<file path="src/verilog/host_bus_pkg.sv">
package host_bus_pkg;
  // bus width codes reported on BUS_WIDTH_O
  localparam logic [1:0] WIDTH_8       = 2'h0;
  localparam logic [1:0] WIDTH_16      = 2'h1;
  localparam logic [1:0] WIDTH_32      = 2'h2;
  // width used when the serial rom owns the strap pin, unless the 32-bit variant is set
  localparam logic [1:0] WIDTH_ROM_DEF = 2'h1;
  // address field bounds
  localparam int ADDR_MSB   = 15;
  localparam int ADDR_LSB   = 1;
  localparam int DECODE_LSB = 4;
  // reset values
  localparam logic       QUAL_N_RESET = 1'h1;
  localparam logic       SYNC_RESET   = 1'h1;
  // strap sampler states
  typedef enum logic [1:0] {
    ST_STRAP = 2'h1,
    ST_RUN   = 2'h2
  } strap_state_t;
endpackage

</file>
<file path="src/verilog/addr_latch_reg.sv">
module addr_latch_reg (
  input  wire logic                                                   clk_i,
  input  wire logic                                                   rst_n_i,
  input  wire logic                                                   capture_i,
  input  wire logic [host_bus_pkg::ADDR_MSB:host_bus_pkg::ADDR_LSB]   addr_i,
  input  wire logic                                                   qual_n_i,
  output logic      [host_bus_pkg::ADDR_MSB:host_bus_pkg::ADDR_LSB]   addr_o,
  output logic                                                        qual_n_o
);
  // holds address and qualifier taken at the strobe edge
  always_ff @(posedge clk_i) begin
    if (!rst_n_i) begin
      addr_o   <= '0;
      qual_n_o <= host_bus_pkg::QUAL_N_RESET;
    end else if (capture_i) begin
      addr_o   <= addr_i;
      qual_n_o <= qual_n_i;
    end
  end
endmodule // addr_latch_reg

</file>
<file path="src/verilog/host_bus_strobe_decode.sv">
module host_bus_strobe_decode (
  input  wire logic                                                   CLK_I,
  input  wire logic                                                   RST_N_I,
  input  wire logic                                                   SYNC_WRITE_READ_SEL_I,
  input  wire logic                                                   SYNC_CYCLE_I,
  input  wire logic                                                   ADDR_QUALIFIER_N_I,
  input  wire logic                                                   WRITE_STROBE_N_I,
  input  wire logic                                                   READ_STROBE_N_I,
  input  wire logic                                                   ADDR_LATCH_STROBE_N_I,
  input  wire logic [host_bus_pkg::ADDR_MSB:host_bus_pkg::ADDR_LSB]   ADDR_I,
  input  wire logic [host_bus_pkg::ADDR_MSB:host_bus_pkg::DECODE_LSB] BASE_ADDR_I,
  input  wire logic                                                   SERIAL_ROM_DATA_IN_I,
  input  wire logic                                                   SERIAL_ROM_ENABLE_STRAP_I,
  input  wire logic                                                   SYNC_MODE_STRAP_N_I,
  input  wire logic                                                   BUS32_VARIANT_I,
  output logic                                                        WRITE_ACCESS_O,
  output logic                                                        READ_ACCESS_O,
  output logic                                                        LOCAL_SELECT_N_O,
  output logic      [host_bus_pkg::ADDR_MSB:host_bus_pkg::ADDR_LSB]   LATCHED_ADDR_O,
  output logic                                                        LATCHED_QUAL_N_O,
  output logic      [1:0]                                             BUS_WIDTH_O,
  output logic                                                        SYNC_MODE_O,
  output logic                                                        ROM_SERIAL_DATA_O
);

  host_bus_pkg::strap_state_t state;
  logic                       prev_latch_strobe_n;
  logic                       latch_rise;
  logic                       next_write;
  logic                       next_read;
  logic                       next_select_n;
  logic [1:0]                 next_width;

  function automatic logic addr_match(input logic [host_bus_pkg::ADDR_MSB:host_bus_pkg::ADDR_LSB] a,
                                      input logic [host_bus_pkg::ADDR_MSB:host_bus_pkg::DECODE_LSB] b);
    addr_match = (a[host_bus_pkg::ADDR_MSB:host_bus_pkg::DECODE_LSB] == b);
  endfunction

  // strap sampler: one capture cycle after reset release
  always_ff @(posedge CLK_I) begin
    if (!RST_N_I) begin
      state <= host_bus_pkg::ST_STRAP;
    end else begin
      case (state)
        host_bus_pkg::ST_STRAP: state <= host_bus_pkg::ST_RUN;
        host_bus_pkg::ST_RUN:   state <= host_bus_pkg::ST_RUN;
        default:                state <= host_bus_pkg::ST_STRAP;
      endcase
    end
  end

  always_comb begin
    if (BUS32_VARIANT_I) begin
      next_width = host_bus_pkg::WIDTH_32;
    end else if (SERIAL_ROM_ENABLE_STRAP_I) begin
      next_width = host_bus_pkg::WIDTH_ROM_DEF;
    end else if (SERIAL_ROM_DATA_IN_I) begin
      next_width = host_bus_pkg::WIDTH_16;
    end else begin
      next_width = host_bus_pkg::WIDTH_8;
    end
  end

  always_ff @(posedge CLK_I) begin
    if (!RST_N_I) begin
      BUS_WIDTH_O <= host_bus_pkg::WIDTH_8;
      SYNC_MODE_O <= host_bus_pkg::SYNC_RESET;
    end else if (state == host_bus_pkg::ST_STRAP) begin
      BUS_WIDTH_O <= next_width;
      SYNC_MODE_O <= !SYNC_MODE_STRAP_N_I;
    end
  end

  // rom data path only while rom owns the pin
  always_ff @(posedge CLK_I) begin
    if (!RST_N_I) begin
      ROM_SERIAL_DATA_O <= 1'h0;
    end else begin
      ROM_SERIAL_DATA_O <= SERIAL_ROM_ENABLE_STRAP_I & SERIAL_ROM_DATA_IN_I;
    end
  end

  // access decode
  always_comb begin
    next_write    = 1'h0;
    next_read     = 1'h0;
    next_select_n = !(!ADDR_QUALIFIER_N_I && addr_match(ADDR_I, BASE_ADDR_I));
    if (!ADDR_QUALIFIER_N_I && state == host_bus_pkg::ST_RUN) begin
      if (SYNC_MODE_O) begin
        next_write = SYNC_CYCLE_I & SYNC_WRITE_READ_SEL_I;
        next_read  = SYNC_CYCLE_I & !SYNC_WRITE_READ_SEL_I;
      end else begin
        next_write = !WRITE_STROBE_N_I;
        next_read  = !READ_STROBE_N_I;
      end
    end
  end

  always_ff @(posedge CLK_I) begin
    if (!RST_N_I) begin
      WRITE_ACCESS_O   <= 1'h0;
      READ_ACCESS_O    <= 1'h0;
      LOCAL_SELECT_N_O <= 1'h1;
    end else begin
      WRITE_ACCESS_O   <= next_write;
      READ_ACCESS_O    <= next_read;
      LOCAL_SELECT_N_O <= next_select_n;
    end
  end

  // edge detector on the latch strobe
  always_ff @(posedge CLK_I) begin
    prev_latch_strobe_n <= ADDR_LATCH_STROBE_N_I;
  end

  assign latch_rise = !prev_latch_strobe_n & ADDR_LATCH_STROBE_N_I;

  addr_latch_reg u_latch (
    .clk_i     (CLK_I),
    .rst_n_i   (RST_N_I),
    .capture_i (latch_rise),
    .addr_i    (ADDR_I),
    .qual_n_i  (ADDR_QUALIFIER_N_I),
    .addr_o    (LATCHED_ADDR_O),
    .qual_n_o  (LATCHED_QUAL_N_O)
  );

  chk_sync_write_sel: assert property (@(posedge CLK_I) disable iff (!RST_N_I)
    (state == host_bus_pkg::ST_RUN && SYNC_MODE_O && !ADDR_QUALIFIER_N_I && SYNC_CYCLE_I && SYNC_WRITE_READ_SEL_I)
    |=> (WRITE_ACCESS_O && !READ_ACCESS_O))
    else $error("sync write not decoded");

  chk_sync_read_sel: assert property (@(posedge CLK_I) disable iff (!RST_N_I)
    (state == host_bus_pkg::ST_RUN && SYNC_MODE_O && !ADDR_QUALIFIER_N_I && SYNC_CYCLE_I && !SYNC_WRITE_READ_SEL_I)
    |=> (READ_ACCESS_O && !WRITE_ACCESS_O))
    else $error("sync read not decoded");

  chk_qual_blocks_access: assert property (@(posedge CLK_I) disable iff (!RST_N_I)
    ADDR_QUALIFIER_N_I |=> (!WRITE_ACCESS_O && !READ_ACCESS_O && LOCAL_SELECT_N_O))
    else $error("access decoded with qualifier high");

  chk_async_write_strobe: assert property (@(posedge CLK_I) disable iff (!RST_N_I)
    (state == host_bus_pkg::ST_RUN && !SYNC_MODE_O && !ADDR_QUALIFIER_N_I)
    |=> (WRITE_ACCESS_O == !$past(WRITE_STROBE_N_I)))
    else $error("async write strobe not followed");

  chk_latch_capture: assert property (@(posedge CLK_I) disable iff (!RST_N_I)
    $rose(ADDR_LATCH_STROBE_N_I)
    |=> (LATCHED_ADDR_O == $past(ADDR_I) && LATCHED_QUAL_N_O == $past(ADDR_QUALIFIER_N_I)))
    else $error("address not latched at strobe rise");

  chk_width_strap: assert property (@(posedge CLK_I) disable iff (!RST_N_I)
    (state == host_bus_pkg::ST_STRAP && !SERIAL_ROM_ENABLE_STRAP_I && !BUS32_VARIANT_I)
    |=> (BUS_WIDTH_O == ($past(SERIAL_ROM_DATA_IN_I) ? host_bus_pkg::WIDTH_16 : host_bus_pkg::WIDTH_8)))
    else $error("bus width strap misread");

  chk_rom_owns_pin: assert property (@(posedge CLK_I) disable iff (!RST_N_I)
    (state == host_bus_pkg::ST_STRAP && SERIAL_ROM_ENABLE_STRAP_I && !BUS32_VARIANT_I)
    |=> (BUS_WIDTH_O == host_bus_pkg::WIDTH_ROM_DEF && ROM_SERIAL_DATA_O == $past(SERIAL_ROM_DATA_IN_I)))
    else $error("rom data pin used as width strap");

  chk_async_read_strobe: assert property (@(posedge CLK_I) disable iff (!RST_N_I)
    (state == host_bus_pkg::ST_RUN && !SYNC_MODE_O && !ADDR_QUALIFIER_N_I && !READ_STROBE_N_I)
    |=> READ_ACCESS_O)
    else $error("async read strobe not followed");

  chk_sync_mode_strap: assert property (@(posedge CLK_I) disable iff (!RST_N_I)
    (state == host_bus_pkg::ST_STRAP) |=> (SYNC_MODE_O == !$past(SYNC_MODE_STRAP_N_I)))
    else $error("sync mode strap misread");

  chk_local_select: assert property (@(posedge CLK_I) disable iff (!RST_N_I)
    1'b1 |=> (LOCAL_SELECT_N_O == !(!$past(ADDR_QUALIFIER_N_I)
      && $past(ADDR_I[host_bus_pkg::ADDR_MSB:host_bus_pkg::DECODE_LSB]) == $past(BASE_ADDR_I))))
    else $error("local select decode wrong");

  chk_strap_hold: assert property (@(posedge CLK_I) disable iff (!RST_N_I)
    (state == host_bus_pkg::ST_RUN) |=> ($stable(BUS_WIDTH_O) && $stable(SYNC_MODE_O)))
    else $error("strap value changed after sampling");

  chk_reset_outputs: assert property (@(posedge CLK_I)
    !RST_N_I |=> (!WRITE_ACCESS_O && !READ_ACCESS_O && LOCAL_SELECT_N_O && !ROM_SERIAL_DATA_O
      && BUS_WIDTH_O == host_bus_pkg::WIDTH_8 && SYNC_MODE_O == host_bus_pkg::SYNC_RESET
      && LATCHED_QUAL_N_O == host_bus_pkg::QUAL_N_RESET && LATCHED_ADDR_O == '0))
    else $error("outputs not at reset values");

  chk_sync_cycle_gate: assert property (@(posedge CLK_I) disable iff (!RST_N_I)
    (SYNC_MODE_O && !SYNC_CYCLE_I) |=> (!WRITE_ACCESS_O && !READ_ACCESS_O))
    else $error("sync access without cycle qualifier");

  chk_async_idle_strobes: assert property (@(posedge CLK_I) disable iff (!RST_N_I)
    (!SYNC_MODE_O && WRITE_STROBE_N_I && READ_STROBE_N_I) |=> (!WRITE_ACCESS_O && !READ_ACCESS_O))
    else $error("async access without strobe");

  chk_latch_hold: assert property (@(posedge CLK_I) disable iff (!RST_N_I)
    !$rose(ADDR_LATCH_STROBE_N_I) |=> ($stable(LATCHED_ADDR_O) && $stable(LATCHED_QUAL_N_O)))
    else $error("latched address moved without strobe rise");

  chk_width_32: assert property (@(posedge CLK_I) disable iff (!RST_N_I)
    (state == host_bus_pkg::ST_STRAP && BUS32_VARIANT_I) |=> (BUS_WIDTH_O == host_bus_pkg::WIDTH_32))
    else $error("32-bit variant width wrong");

  chk_rom_data_gate: assert property (@(posedge CLK_I) disable iff (!RST_N_I)
    !SERIAL_ROM_ENABLE_STRAP_I |=> !ROM_SERIAL_DATA_O)
    else $error("rom data passed while rom disabled");

  chk_async_read_level: assert property (@(posedge CLK_I) disable iff (!RST_N_I)
    (state == host_bus_pkg::ST_RUN && !SYNC_MODE_O && !ADDR_QUALIFIER_N_I)
    |=> (READ_ACCESS_O == !$past(READ_STROBE_N_I)))
    else $error("async read strobe level not followed");

endmodule // host_bus_strobe_decode

</file>
<file path="config.mk">
export PLATFORM = sky130hd
export DESIGN_NAME = host_bus_strobe_decode
export DESIGN_NICKNAME = d
export VERILOG_FILES = /design/src/verilog/host_bus_pkg.sv /design/src/verilog/addr_latch_reg.sv /design/src/verilog/host_bus_strobe_decode.sv
export SDC_FILE = /design/constraint.sdc
export NUM_CORES = 1
export LEC_CHECK = 0
export BUFFER_PORTS_ARGS = -buffer_cell sky130_fd_sc_hd__buf_2
export CAP_MARGIN = 20
export CORE_MARGIN = 10
export CORE_UTILIZATION = 43
export CTS_BUF_LIST = sky130_fd_sc_hd__clkbuf_4 sky130_fd_sc_hd__clkbuf_8 sky130_fd_sc_hd__clkbuf_16
export CTS_CLUSTER_DIAMETER = 150
export CTS_CLUSTER_SIZE = 8
export DETAILED_ROUTE_END_ITERATION = 12
export PLACE_DENSITY_LB_ADDON = 0.3
export SETUP_SLACK_MARGIN = 0.5
export SYNTH_ARGS = -nofsm -noshare
export SYNTH_HDL_FRONTEND = slang
export SYNTH_SLANG_ARGS = --single-unit
</file>
<file path="constraint.sdc">
create_clock -name CLK_I -period 1.1 [get_ports CLK_I]
set_input_delay 0.055 -clock CLK_I [delete_from_list [all_inputs] [get_ports CLK_I]]
set_output_delay 0.055 -clock CLK_I [all_outputs]
set_load 0.01 [all_outputs]
</file>
==> impl_results.html, run 1 <==
<table>
<tr><th>Metric</th><th>Value</th></tr>
<tr><th colspan="2">Run status</th></tr>
<tr><td>Result of the run</td><td>complete, but fails checks</td></tr>
<tr><td>Violations in the final reports</td><td>hold timing</td></tr>
<tr><th colspan="2">Pwr</th></tr>
<tr><td>Static leakage power</td><td>0.000853 µW</td></tr>
<tr><td>Pwr Density</td><td>1280 mW/mm²</td></tr>
<tr><td>Worst VDD drop</td><td>0.855 mV</td></tr>
<tr><th colspan="2">Clock network</th></tr>
<tr><td>Clock latency at the later pin of the worst-skew pair</td><td>0.31 ns</td></tr>
<tr><td>H-Tree Level Count</td><td>1</td></tr>
<tr><td>Clock buffers created by TritonCTS</td><td>3</td></tr>
<tr><td>Buffers from clock root to sink, at most</td><td>2</td></tr>
<tr><td>Number of clock sinks seen by CTS</td><td>26</td></tr>
<tr><td>TritonCTS clock tree</td><td>built</td></tr>
<tr><td>Root buffer cell</td><td>sky130_fd_sc_hd__clkbuf_4</td></tr>
<tr><td>Clock slew seen by the registers of the worst setup and hold paths</td><td>0.13 ns</td></tr>
<tr><th colspan="2">Worst setup path</th></tr>
<tr><td>Arrival time reported for the critical path endpoint</td><td>1.24 ns</td></tr>
<tr><td>Worst setup EP type</td><td>flop</td></tr>
<tr><td>CP Class</td><td>flop to flop</td></tr>
<tr><td>Cells along the critical path</td><td>and2b_2 &gt; buf_12 &gt; nand2_1 &gt; a21boi_1</td></tr>
<tr><td>Data required time at the worst endpoint</td><td>1.35 ns</td></tr>
<tr><td>Max incr delay on CP</td><td>0.33 ns</td></tr>
<tr><td>Critical-path maximum fanout</td><td>8</td></tr>
<tr><td>Slowest cell on the critical path</td><td>sky130_fd_sc_hd__dfxtp_1</td></tr>
<tr><td>Startpoint kind of the worst setup timing path</td><td>flop</td></tr>
<tr><th colspan="2">Detailed routing</th></tr>
<tr><td>Avg Vias per Cell</td><td>4.75</td></tr>
<tr><td>Final wirelength</td><td>3440 µm</td></tr>
<tr><td>Number of antenna-violating nets in the routed design</td><td>0</td></tr>
<tr><td>DRC violation count after routing</td><td>0</td></tr>
<tr><td>TritonRoute pass-1 iters</td><td>4</td></tr>
<tr><td>Initial DRC count</td><td>32</td></tr>
<tr><td>Total via count in the routed design</td><td>1,082</td></tr>
<tr><td>WL/cell</td><td>15.1 µm</td></tr>
<tr><th colspan="2">Synth</th></tr>
<tr><td>Synth Instances</td><td>122</td></tr>
<tr><td>Synth Warn #</td><td>0</td></tr>
<tr><td>Distinct cell type count after synthesis</td><td>30</td></tr>
<tr><td>Post-Synthesis Net Count</td><td>163</td></tr>
<tr><td>Flip-flop and latch count after synthesis</td><td>26</td></tr>
<tr><td>Sequential share of the synthesized area</td><td>0.453</td></tr>
<tr><td>Post-synthesis cell area</td><td>0.00115 mm²</td></tr>
<tr><td>Average cell area after synthesis</td><td>9.43 µm²</td></tr>
<tr><th colspan="2">Die</th></tr>
<tr><td>Placeable core region</td><td>0.00252 mm²</td></tr>
<tr><td>Number of core rows</td><td>18</td></tr>
<tr><td>Io pins</td><td>62</td></tr>
<tr><td>Die area</td><td>0.00514 mm²</td></tr>
<tr><td>Chip width</td><td>71.7 µm</td></tr>
<tr><td>Die Y-Extent</td><td>71.7 µm</td></tr>
<tr><td>Initial core utilization</td><td>0.456</td></tr>
<tr><th colspan="2">GRT</th></tr>
<tr><td>Met1 Use GR</td><td>0.116</td></tr>
<tr><td>Grt met2 use</td><td>0.254</td></tr>
<tr><td>Largest net degree at the start of global routing</td><td>17</td></tr>
<tr><td>Congestion Overflow GR</td><td>0</td></tr>
<tr><td>Initial antenna violation count</td><td>0</td></tr>
<tr><td>Met3 Usage GRT</td><td>0.0372</td></tr>
<tr><td>Most heavily used metal layer in global routing</td><td>met2</td></tr>
<tr><td>Global Route Usage Sum</td><td>0.125</td></tr>
<tr><td>Global-route wire length before repair</td><td>5360 µm</td></tr>
<tr><td>Via count of the first global-routing pass</td><td>1,201</td></tr>
<tr><th colspan="2">Timing</th></tr>
<tr><td>Clock period minus worst slack</td><td>1.00 ns</td></tr>
<tr><td>Fmax</td><td>1.00 GHz</td></tr>
<tr><td>Worst Clk Skew</td><td>0.00397 ns</td></tr>
<tr><td>Setup repair after global routing missed its margin</td><td>true</td></tr>
<tr><td>Final period util</td><td>0.909</td></tr>
<tr><td>Count of endpoints failing setup in the final report</td><td>0</td></tr>
<tr><td>Normalized max-slew margin</td><td>0.814</td></tr>
<tr><td>Total Neg Setup Slack</td><td>0 ns</td></tr>
<tr><td>Fin Hold WS</td><td>-0.0271 ns</td></tr>
<tr><td>Final Hold Vio Count</td><td>11</td></tr>
<tr><td>Fin. max-slew vios</td><td>0</td></tr>
<tr><td>Measured slew at the worst slew-check pin</td><td>0.277 ns</td></tr>
<tr><th colspan="2">Final layout</th></tr>
<tr><td>Combined area of the multi-input logic cells</td><td>619 µm²</td></tr>
<tr><td>Number of antenna cells inserted</td><td>0</td></tr>
<tr><td>Filler cell count</td><td>181</td></tr>
<tr><td>FF/Latch Area</td><td>552 µm²</td></tr>
<tr><td>Layout area overhead</td><td>63.4%</td></tr>
<tr><td>Number of nets in the layout</td><td>240</td></tr>
<tr><td>Layout cell share with drive strength beyond 1</td><td>0.631</td></tr>
<tr><th colspan="2">Min path</th></tr>
<tr><td>Hold WC Path Type</td><td>input pin to flop</td></tr>
<tr><th colspan="2">Placed design</th></tr>
<tr><td>Post-DP HPWL</td><td>2570 µm</td></tr>
<tr><td>Final weighted congestion of routability-driven global placement</td><td>0.743</td></tr>
<tr><td>Port Buffer Count</td><td>61</td></tr>
<tr><th colspan="2">Flow run</th></tr>
<tr><td>MaxCap Viol Count</td><td>0</td></tr>
</table>
-- flip-flops by register name (all words and copies together), names as in the netlist --
register	count
prev_latch_strobe_n	1
READ_ACCESS_O	1
LOCAL_SELECT_N_O	1
BUS_WIDTH_O	2
u_latch.qual_n_o	1
WRITE_ACCESS_O	1
ROM_SERIAL_DATA_O	1
SYNC_MODE_O	1
state	2
u_latch.addr_o	15
-- cell usage after synthesis (all sizes together) --
cell,count,area share
nor3,1,0.0043
buf,5,0.045
a31oi,1,0.0054
nor4,2,0.011
clkbuf,1,0.0033
inv,4,0.013
mux2i,1,0.0087
and2b,1,0.0065
nand2,35,0.13
dfxtp,26,0.45
nand3b,1,0.0065
xor2,12,0.091
o21ai,1,0.0043
o22a,1,0.0076
nor3b,1,0.0065
nor2,3,0.0098
a21boi,16,0.13
and3,1,0.0054
nor2b,1,0.0054
nand2b,3,0.016
nand4,1,0.0054
o211ai,1,0.0065
ha,2,0.022
nand3,1,0.0043
-- critical path: cells and delay by family, from the launching register on --
kind / cells / cell delay, ns
simple gates: 2 / 0.33
buf+inv: 1 / 0.14
flops: 1 / 0.33
compound gates: 1 / 0.14
-- cell type report --
| cell class | count | share of cell area |
|---|---|---|
| well taps | 30 | 0.0200 |
| inverters | 4 | 0.00799 |
| flip-flops and latches | 26 | 0.294 |
| repair buffers | 78 | 0.330 |
| clock buffers | 4 | 0.0193 |
| multi-input cells | 86 | 0.330 |
-- final timing paths --
kind                                           from            endpoint  slack, ns  cells past startpoint
worst max-delay path            prev_latch_strobe_n  u_latch.addr_o[14]       0.10                      4
worst min-delay path            SYNC_MODE_STRAP_N_I         SYNC_MODE_O      -0.03                      4
worst max register to register  prev_latch_strobe_n  u_latch.addr_o[14]       0.10                      4
worst min register to register   u_latch.addr_o[10]  u_latch.addr_o[10]       0.47                      2
-- timing repair --
action / in CTS / in global routing
resized for setup: 43 / 7
setup endpoints to repair: 47 / 46
hold endpoints to repair: 20 / 14
hold buffers: 5 / 2
pin swaps: 6 / 0
buffers inserted: 4 / 2
gates cloned: 0 / 1
-- layout by cell type (no fill, tap or decap), types with 3 or more instances in the layout --
cell type,synthesis,final
sky130_fd_sc_hd__buf_2,1,40
sky130_fd_sc_hd__nand2_1,30,28
sky130_fd_sc_hd__buf_6,1,23
sky130_fd_sc_hd__dfxtp_2,0,22
sky130_fd_sc_hd__xor2_1,12,12
sky130_fd_sc_hd__a21boi_2,9,10
sky130_fd_sc_hd__nand2_2,5,7
sky130_fd_sc_hd__dlygate4sd3_1,0,7
sky130_fd_sc_hd__a21boi_1,6,6
sky130_fd_sc_hd__buf_4,2,6
sky130_fd_sc_hd__dfxtp_1,26,3
sky130_fd_sc_hd__inv_2,0,3
sky130_fd_sc_hd__nor2_1,3,3
sky130_fd_sc_hd__clkbuf_4,0,3
-- power by group --
group / internal [µW] / switching [µW]
clock: 202 / 266
combinational: 469 / 331
sequential: 1060 / 80.8
-- per-stage QoR --
| step | cell area, µm² | setup WS, ns | total power, µW | util | std cells |
|---|---|---|---|---|---|
| floorplan | 1190 | 0.153 | 1530 | - | 122 |
| global placement | 1510 | 0.113 | 1710 | 0.599 | 210 |
| detailed placement | 1510 | 0.0820 | 1740 | 0.599 | 210 |
| CTS | 1800 | 0.0909 | 2390 | 0.712 | 223 |
| global route | 1880 | 0.0695 | 2570 | 0.745 | 228 |
| finish | 1880 | 0.100 | 2410 | 0.745 | 228 |
-- cell families (layout without fill, tap and decap cells) --
kind of cell | after synthesis | after routing | share of synthesized area
multiplexers | 1 | 1 | 0.00871
XOR/XNOR | 12 | 12 | 0.0914
AND/OR/NAND/NOR | 51 | 51 | 0.207
adder cells (fa/ha/maj) | 2 | 2 | 0.0218
buffers and inverters | 10 | 86 | 0.0609
AO/OA/AOI/OAI | 20 | 20 | 0.158
flip-flops | 26 | 26 | 0.453
-- per-layer routing --
layer  wire [µm]  up-vias  part of all wire
li1            -      548                 -
met1        1200      501              0.35
met2        2020       29              0.59
met3         184        4             0.054
met4          25        0            0.0073
met5           0        -                 0
Power figures use the tool's default switching activity.
==> inputs of run 2 (changes only) <==
--- a/config.mk
+++ b/config.mk
@@ -5,6 +5,7 @@
 export SDC_FILE = /design/constraint.sdc
 export NUM_CORES = 1
 export LEC_CHECK = 0
+export ABC_AREA = 1
 export BUFFER_PORTS_ARGS = -buffer_cell sky130_fd_sc_hd__buf_2
 export CAP_MARGIN = 20
 export CORE_MARGIN = 10
==> run 2 against run 1 <==
Net effect:
- the flow still finishes with violations (hold timing)
- setup slack improved by 0.069 ns
- final cell count rose by 21%
- cell area is 3.9% higher
- first-iteration DRC count rose by 110%
- wire length is 0.90% lower
- highest routed layer unchanged
- critical endpoint is now u_latch.addr_o[13]
==> impl_results.html, run 2 <==
<table>
<tr><th>Metric</th><th>Value</th></tr>
<tr><th colspan="2">Synth</th></tr>
<tr><td>Post-synth top area share</td><td>0.449 (-0.00342)</td></tr>
<tr><td>Mux cell area share after synthesis</td><td>0 (-0.00871)</td></tr>
<tr><td>Number of synthesized flops with an enable pin</td><td>0 (unchanged)</td></tr>
<tr><td>Synth Instances</td><td>164 (+34%)</td></tr>
<tr><td>Post-Synthesis Net Count</td><td>205 (+26%)</td></tr>
<tr><td>Parity-gate share of the synthesized area counting xor and xnor cells</td><td>0 (-0.0914)</td></tr>
<tr><td>Average cell area after synthesis</td><td>7.06 µm² (-25%)</td></tr>
<tr><td>Main combinational cell family by area after synthesis</td><td>simple AND/OR/NAND/NOR gates</td></tr>
<tr><td>Dominant synthesized flop cell</td><td>sky130_fd_sc_hd__dfxtp_1</td></tr>
<tr><td>Post-synthesis cell area</td><td>0.00116 mm² (+0.76%)</td></tr>
<tr><td>Flip-flop and latch count after synthesis</td><td>26 (unchanged)</td></tr>
<tr><td>Synth top cells by count</td><td>sky130_fd_sc_hd__nand2_1 (39), sky130_fd_sc_hd__inv_1 (30), sky130_fd_sc_hd__dfxtp_1 (26)</td></tr>
<tr><td>Share of synthesized cell area in and, or, nand and nor gates</td><td>0.238 (+0.0308)</td></tr>
<tr><td>Adder-cell area share of the yosys netlist</td><td>0.0216 (-0.000165)</td></tr>
<tr><td>Most numerous cell in the Yosys netlist</td><td>sky130_fd_sc_hd__nand2_1</td></tr>
<tr><td>Fraction of registers with async set/reset</td><td>0 (unchanged)</td></tr>
<tr><td>Synth Warn #</td><td>0 (unchanged)</td></tr>
<tr><td>Sequential share of the synthesized area</td><td>0.449 (-0.00342)</td></tr>
<tr><td>Distinct cell type count after synthesis</td><td>17 (-43%)</td></tr>
<tr><td>Area contributors post-synth</td><td>sky130_fd_sc_hd__dfxtp_1 (45%), sky130_fd_sc_hd__nand2_1 (13%), sky130_fd_sc_hd__inv_1 (9.7%)</td></tr>
<tr><td>Synthesized-area fraction occupied by ao, oa, aoi and oai cells</td><td>0.167 (+0.00961)</td></tr>
<tr><td>Area leader, netlist</td><td>sky130_fd_sc_hd__dfxtp_1</td></tr>
<tr><th colspan="2">GRT</th></tr>
<tr><td>Largest net degree at the start of global routing</td><td>20 (+3)</td></tr>
<tr><td>Initial antenna violation count</td><td>0 (unchanged)</td></tr>
<tr><td>Congestion Overflow GR</td><td>0 (unchanged)</td></tr>
<tr><td>Global-route wire length before repair</td><td>5550 µm (+3.5%)</td></tr>
<tr><td>Via count of the first global-routing pass</td><td>1,277 (+6.3%)</td></tr>
<tr><td>Global Route Usage Sum</td><td>0.127 (+0.00195)</td></tr>
<tr><th colspan="2">Timing</th></tr>
<tr><td>Normalized max-slew margin</td><td>0.847 (+0.0331)</td></tr>
<tr><td>Fin. max-slew vios</td><td>0 (unchanged)</td></tr>
<tr><td>Measured slew at the worst slew-check pin</td><td>0.227 ns (-0.0497 ns)</td></tr>
<tr><td>Setup repair after global routing missed its margin</td><td>true</td></tr>
<tr><td>Worst Clk Skew</td><td>0.00916 ns (+0.00519 ns)</td></tr>
<tr><td>Final Hold Vio Count</td><td>17 (+6)</td></tr>
<tr><td>Count of endpoints failing setup in the final report</td><td>0 (unchanged)</td></tr>
<tr><td>Clock period minus worst slack</td><td>0.931 ns (-0.0693 ns)</td></tr>
<tr><td>Fmax</td><td>1.07 GHz (+7.4%)</td></tr>
<tr><td>Total Neg Setup Slack</td><td>0 ns (unchanged)</td></tr>
<tr><td>Fin Hold WS</td><td>-0.0333 ns (-0.00622 ns)</td></tr>
<tr><td>Final period util</td><td>0.846 (-0.0630)</td></tr>
<tr><th colspan="2">Worst setup path</th></tr>
<tr><td>Family of cells with the greatest summed delay on the critical path</td><td>flip-flops</td></tr>
<tr><td>Startpoint kind of the worst setup timing path</td><td>flop</td></tr>
<tr><td>End of the worst register-to-register path</td><td>u_latch.addr_o[13]</td></tr>
<tr><td>Slowest cell on the critical path</td><td>sky130_fd_sc_hd__dfxtp_2</td></tr>
<tr><td>Setup crit end</td><td>u_latch.addr_o[13]</td></tr>
<tr><td>Data required time at the worst endpoint</td><td>1.38 ns (+0.03 ns)</td></tr>
<tr><td>Arrival time reported for the critical path endpoint</td><td>1.21 ns (-0.03 ns)</td></tr>
<tr><td>Count of buffering cells on the critical path with inverters included</td><td>1 (unchanged)</td></tr>
<tr><td>CP Class</td><td>flop to flop</td></tr>
<tr><td>Number of stages on the worst setup path</td><td>4 (unchanged)</td></tr>
<tr><td>Reg2Reg Launch Point</td><td>prev_latch_strobe_n</td></tr>
<tr><td>Register-to-register path setup slack</td><td>0.17 ns (+0.07 ns)</td></tr>
<tr><td>Cells along the critical path</td><td>nor2_4 &gt; buf_12 &gt; o21ai_0 &gt; a21oi_2</td></tr>
<tr><td>CP Launch Point</td><td>prev_latch_strobe_n</td></tr>
<tr><td>Max incr delay on CP</td><td>0.35 ns (+0.02 ns)</td></tr>
<tr><td>Register-to-Register Path Depth</td><td>4 (unchanged)</td></tr>
<tr><td>Worst setup EP type</td><td>flop</td></tr>
<tr><td>Critical-path maximum fanout</td><td>19 (+11)</td></tr>
<tr><th colspan="2">Final layout</th></tr>
<tr><td>Max FFs per register</td><td>15 (unchanged)</td></tr>
<tr><td>Top register by number of flip-flops</td><td>u_latch.addr_o</td></tr>
<tr><td>Number of antenna cells inserted</td><td>0 (unchanged)</td></tr>
<tr><td>Filler cell count</td><td>188 (+3.9%)</td></tr>
<tr><td>Number of nets in the layout</td><td>287 (+20%)</td></tr>
<tr><td>Most common library cell in the layout ignoring fill and taps</td><td>sky130_fd_sc_hd__buf_2</td></tr>
<tr><td>Layout cell share with drive strength beyond 1</td><td>0.547 (-0.0844)</td></tr>
<tr><td>Most frequent cells in the layout</td><td>sky130_fd_sc_hd__buf_2 (41), sky130_fd_sc_hd__nand2_1 (39), sky130_fd_sc_hd__inv_1 (25), sky130_fd_sc_hd__dfxtp_2 (21), sky130_fd_sc_hd__buf_6 (21)</td></tr>
<tr><td>Top Registers</td><td>u_latch.addr_o: 15 flops, BUS_WIDTH_O: 2 flops, state: 2 flops</td></tr>
<tr><td>Layout area overhead</td><td>68.5%</td></tr>
<tr><th colspan="2">Die</th></tr>
<tr><td>Chip width</td><td>71.9 µm (+0.28%)</td></tr>
<tr><td>Die area</td><td>0.00517 mm² (+0.56%)</td></tr>
<tr><td>Placeable core region</td><td>0.00252 mm² (unchanged)</td></tr>
<tr><td>Die Y-Extent</td><td>71.9 µm (+0.28%)</td></tr>
<tr><td>Number of core rows</td><td>18 (unchanged)</td></tr>
<tr><td>Initial core utilization</td><td>0.459 (+0.00347)</td></tr>
<tr><td>Io pins</td><td>62 (unchanged)</td></tr>
<tr><th colspan="2">Placed design</th></tr>
<tr><td>Port Buffer Count</td><td>61 (unchanged)</td></tr>
<tr><td>Post-DP HPWL</td><td>2530 µm (-1.3%)</td></tr>
<tr><td>Final weighted congestion of routability-driven global placement</td><td>0.720 (-3.1%)</td></tr>
<tr><th colspan="2">Pwr</th></tr>
<tr><td>Worst VDD drop</td><td>1.19 mV (+39%)</td></tr>
<tr><td>Static leakage power</td><td>0.00101 µW (+19%)</td></tr>
<tr><td>Overall power of the completed layout</td><td>2720 µW (+13%)</td></tr>
<tr><td>Pwr Density</td><td>1390 mW/mm² (+8.7%)</td></tr>
<tr><th colspan="2">Detailed routing</th></tr>
<tr><td>WL/cell</td><td>12.4 µm (-18%)</td></tr>
<tr><td>Avg Vias per Cell</td><td>4.54 (-4.4%)</td></tr>
<tr><td>TritonRoute pass-1 iters</td><td>4 (unchanged)</td></tr>
<tr><td>Initial DRC count</td><td>66 (+110%)</td></tr>
<tr><td>Number of antenna-violating nets in the routed design</td><td>0 (unchanged)</td></tr>
<tr><td>DRC violation count after routing</td><td>0 (unchanged)</td></tr>
<tr><td>Final wirelength</td><td>3410 µm (-0.90%)</td></tr>
<tr><td>Total via count in the routed design</td><td>1,248 (+15%)</td></tr>
<tr><th colspan="2">Clock network</th></tr>
<tr><td>Clock latency at the later pin of the worst-skew pair</td><td>0.33 ns (+0.02 ns)</td></tr>
<tr><td>Clock slew seen by the registers of the worst setup and hold paths</td><td>0.15 ns (+0.02 ns)</td></tr>
<tr><td>TritonCTS clock tree</td><td>built</td></tr>
<tr><td>H-Tree Level Count</td><td>1 (unchanged)</td></tr>
<tr><td>Number of clock sinks seen by CTS</td><td>26 (unchanged)</td></tr>
<tr><td>Root buffer cell</td><td>sky130_fd_sc_hd__clkbuf_4</td></tr>
<tr><td>Buffers from clock root to sink, at most</td><td>2 (unchanged)</td></tr>
<tr><td>Hold-fix buffers at CTS</td><td>4 (-1)</td></tr>
<tr><td>Clock buffers created by TritonCTS</td><td>3 (unchanged)</td></tr>
<tr><th colspan="2">Min path</th></tr>
<tr><td>Hold WC Path Type</td><td>input pin to flop</td></tr>
<tr><th colspan="2">Run status</th></tr>
<tr><td>Violations in the final reports</td><td>hold timing</td></tr>
<tr><td>Result of the run</td><td>complete, but fails checks</td></tr>
<tr><th colspan="2">Flow run</th></tr>
<tr><td>MaxCap Viol Count</td><td>0 (unchanged)</td></tr>
</table>
## run 2: worst register-to-register path: cells and delay by family, from the launching register on
| family | cells | cell delay (ns) |
|---|---|---|
| DFF | 1 | 0.35 |
| and+or+nand+nor | 1 | 0.12 |
| buffers and inverters | 1 | 0.18 |
| AOI/OAI and AO/OA | 2 | 0.22 |
## run 2: power breakdown
| part | switching (µW) | leakage, µW | internal (µW) | total, µW |
|---|---|---|---|---|
| Combinational | 427 | 0.000766 | 526 | 953 |
| Sequential | 99.3 | 0.000221 | 1100 | 1190 |
| Clock | 295 | 0.0000261 | 278 | 573 |
| Total | 821 | 0.00101 | 1900 | 2720 |
## run 2: layer usage
metal | routed length [µm] | global-route usage | vias to the layer above
met5 | 0 | 0 | -
met4 | 8 | 0.0129 | 0
met3 | 389 | 0.0748 | 2
met2 | 1650 | 0.218 | 40
met1 | 1360 | 0.136 | 540
li1 | - | - | 666
## run 2: worst min-delay path by stage
stage                          startpoint                   to  slack, ns  cells after the start
floorplan           ADDR_LATCH_STROBE_N_I  prev_latch_strobe_n       0.08                      0
global placement    ADDR_LATCH_STROBE_N_I  prev_latch_strobe_n       0.18                      1
detailed placement  ADDR_LATCH_STROBE_N_I  prev_latch_strobe_n       0.18                      1
CTS                             ADDR_I[2]    u_latch.addr_o[2]      -0.05                      3
global route                    ADDR_I[4]    u_latch.addr_o[4]      -0.04                      3
finish                          ADDR_I[4]    u_latch.addr_o[4]      -0.03                      3
## run 2: final cells by class
class,count,area [µm²],area share
Tap cell,30,37.5,0.0192
Sequential cell,26,554,0.284
Multi-Input combinational cell,104,588,0.301
Inverter,30,118,0.0603
Timing Repair Buffer,81,607,0.311
Clock buffer,4,47.5,0.0244
## run 2: cells by family (layout without fill, tap and decap cells)
kind of cell / count (synthesis) / after routing
simple gates: 68 / 68
compound gates: 34 / 34
buf+inv: 34 / 115
flops: 26 / 26
fa+ha+maj: 2 / 2
## run 2: stage by stage
step | std cells | instance area (µm²) | setup WS, ns | util
2_1_floorplan | 164 | 1230 | 0.229 | -
6_report | 275 | 1950 | 0.169 | 0.774
5_1_grt | 275 | 1950 | 0.0932 | 0.774
4_1_cts | 271 | 1890 | 0.174 | 0.750
3_3_place_gp | 254 | 1570 | 0.208 | 0.623
3_5_place_dp | 254 | 1570 | 0.168 | 0.623
## run 2: timing repair
item	4_1_cts	5_1_grt
endpoints found under the setup margin	46	46
pin swaps	6	3
resized for setup	44	9
setup buffers	9	4
endpoints found under the hold margin	22	17
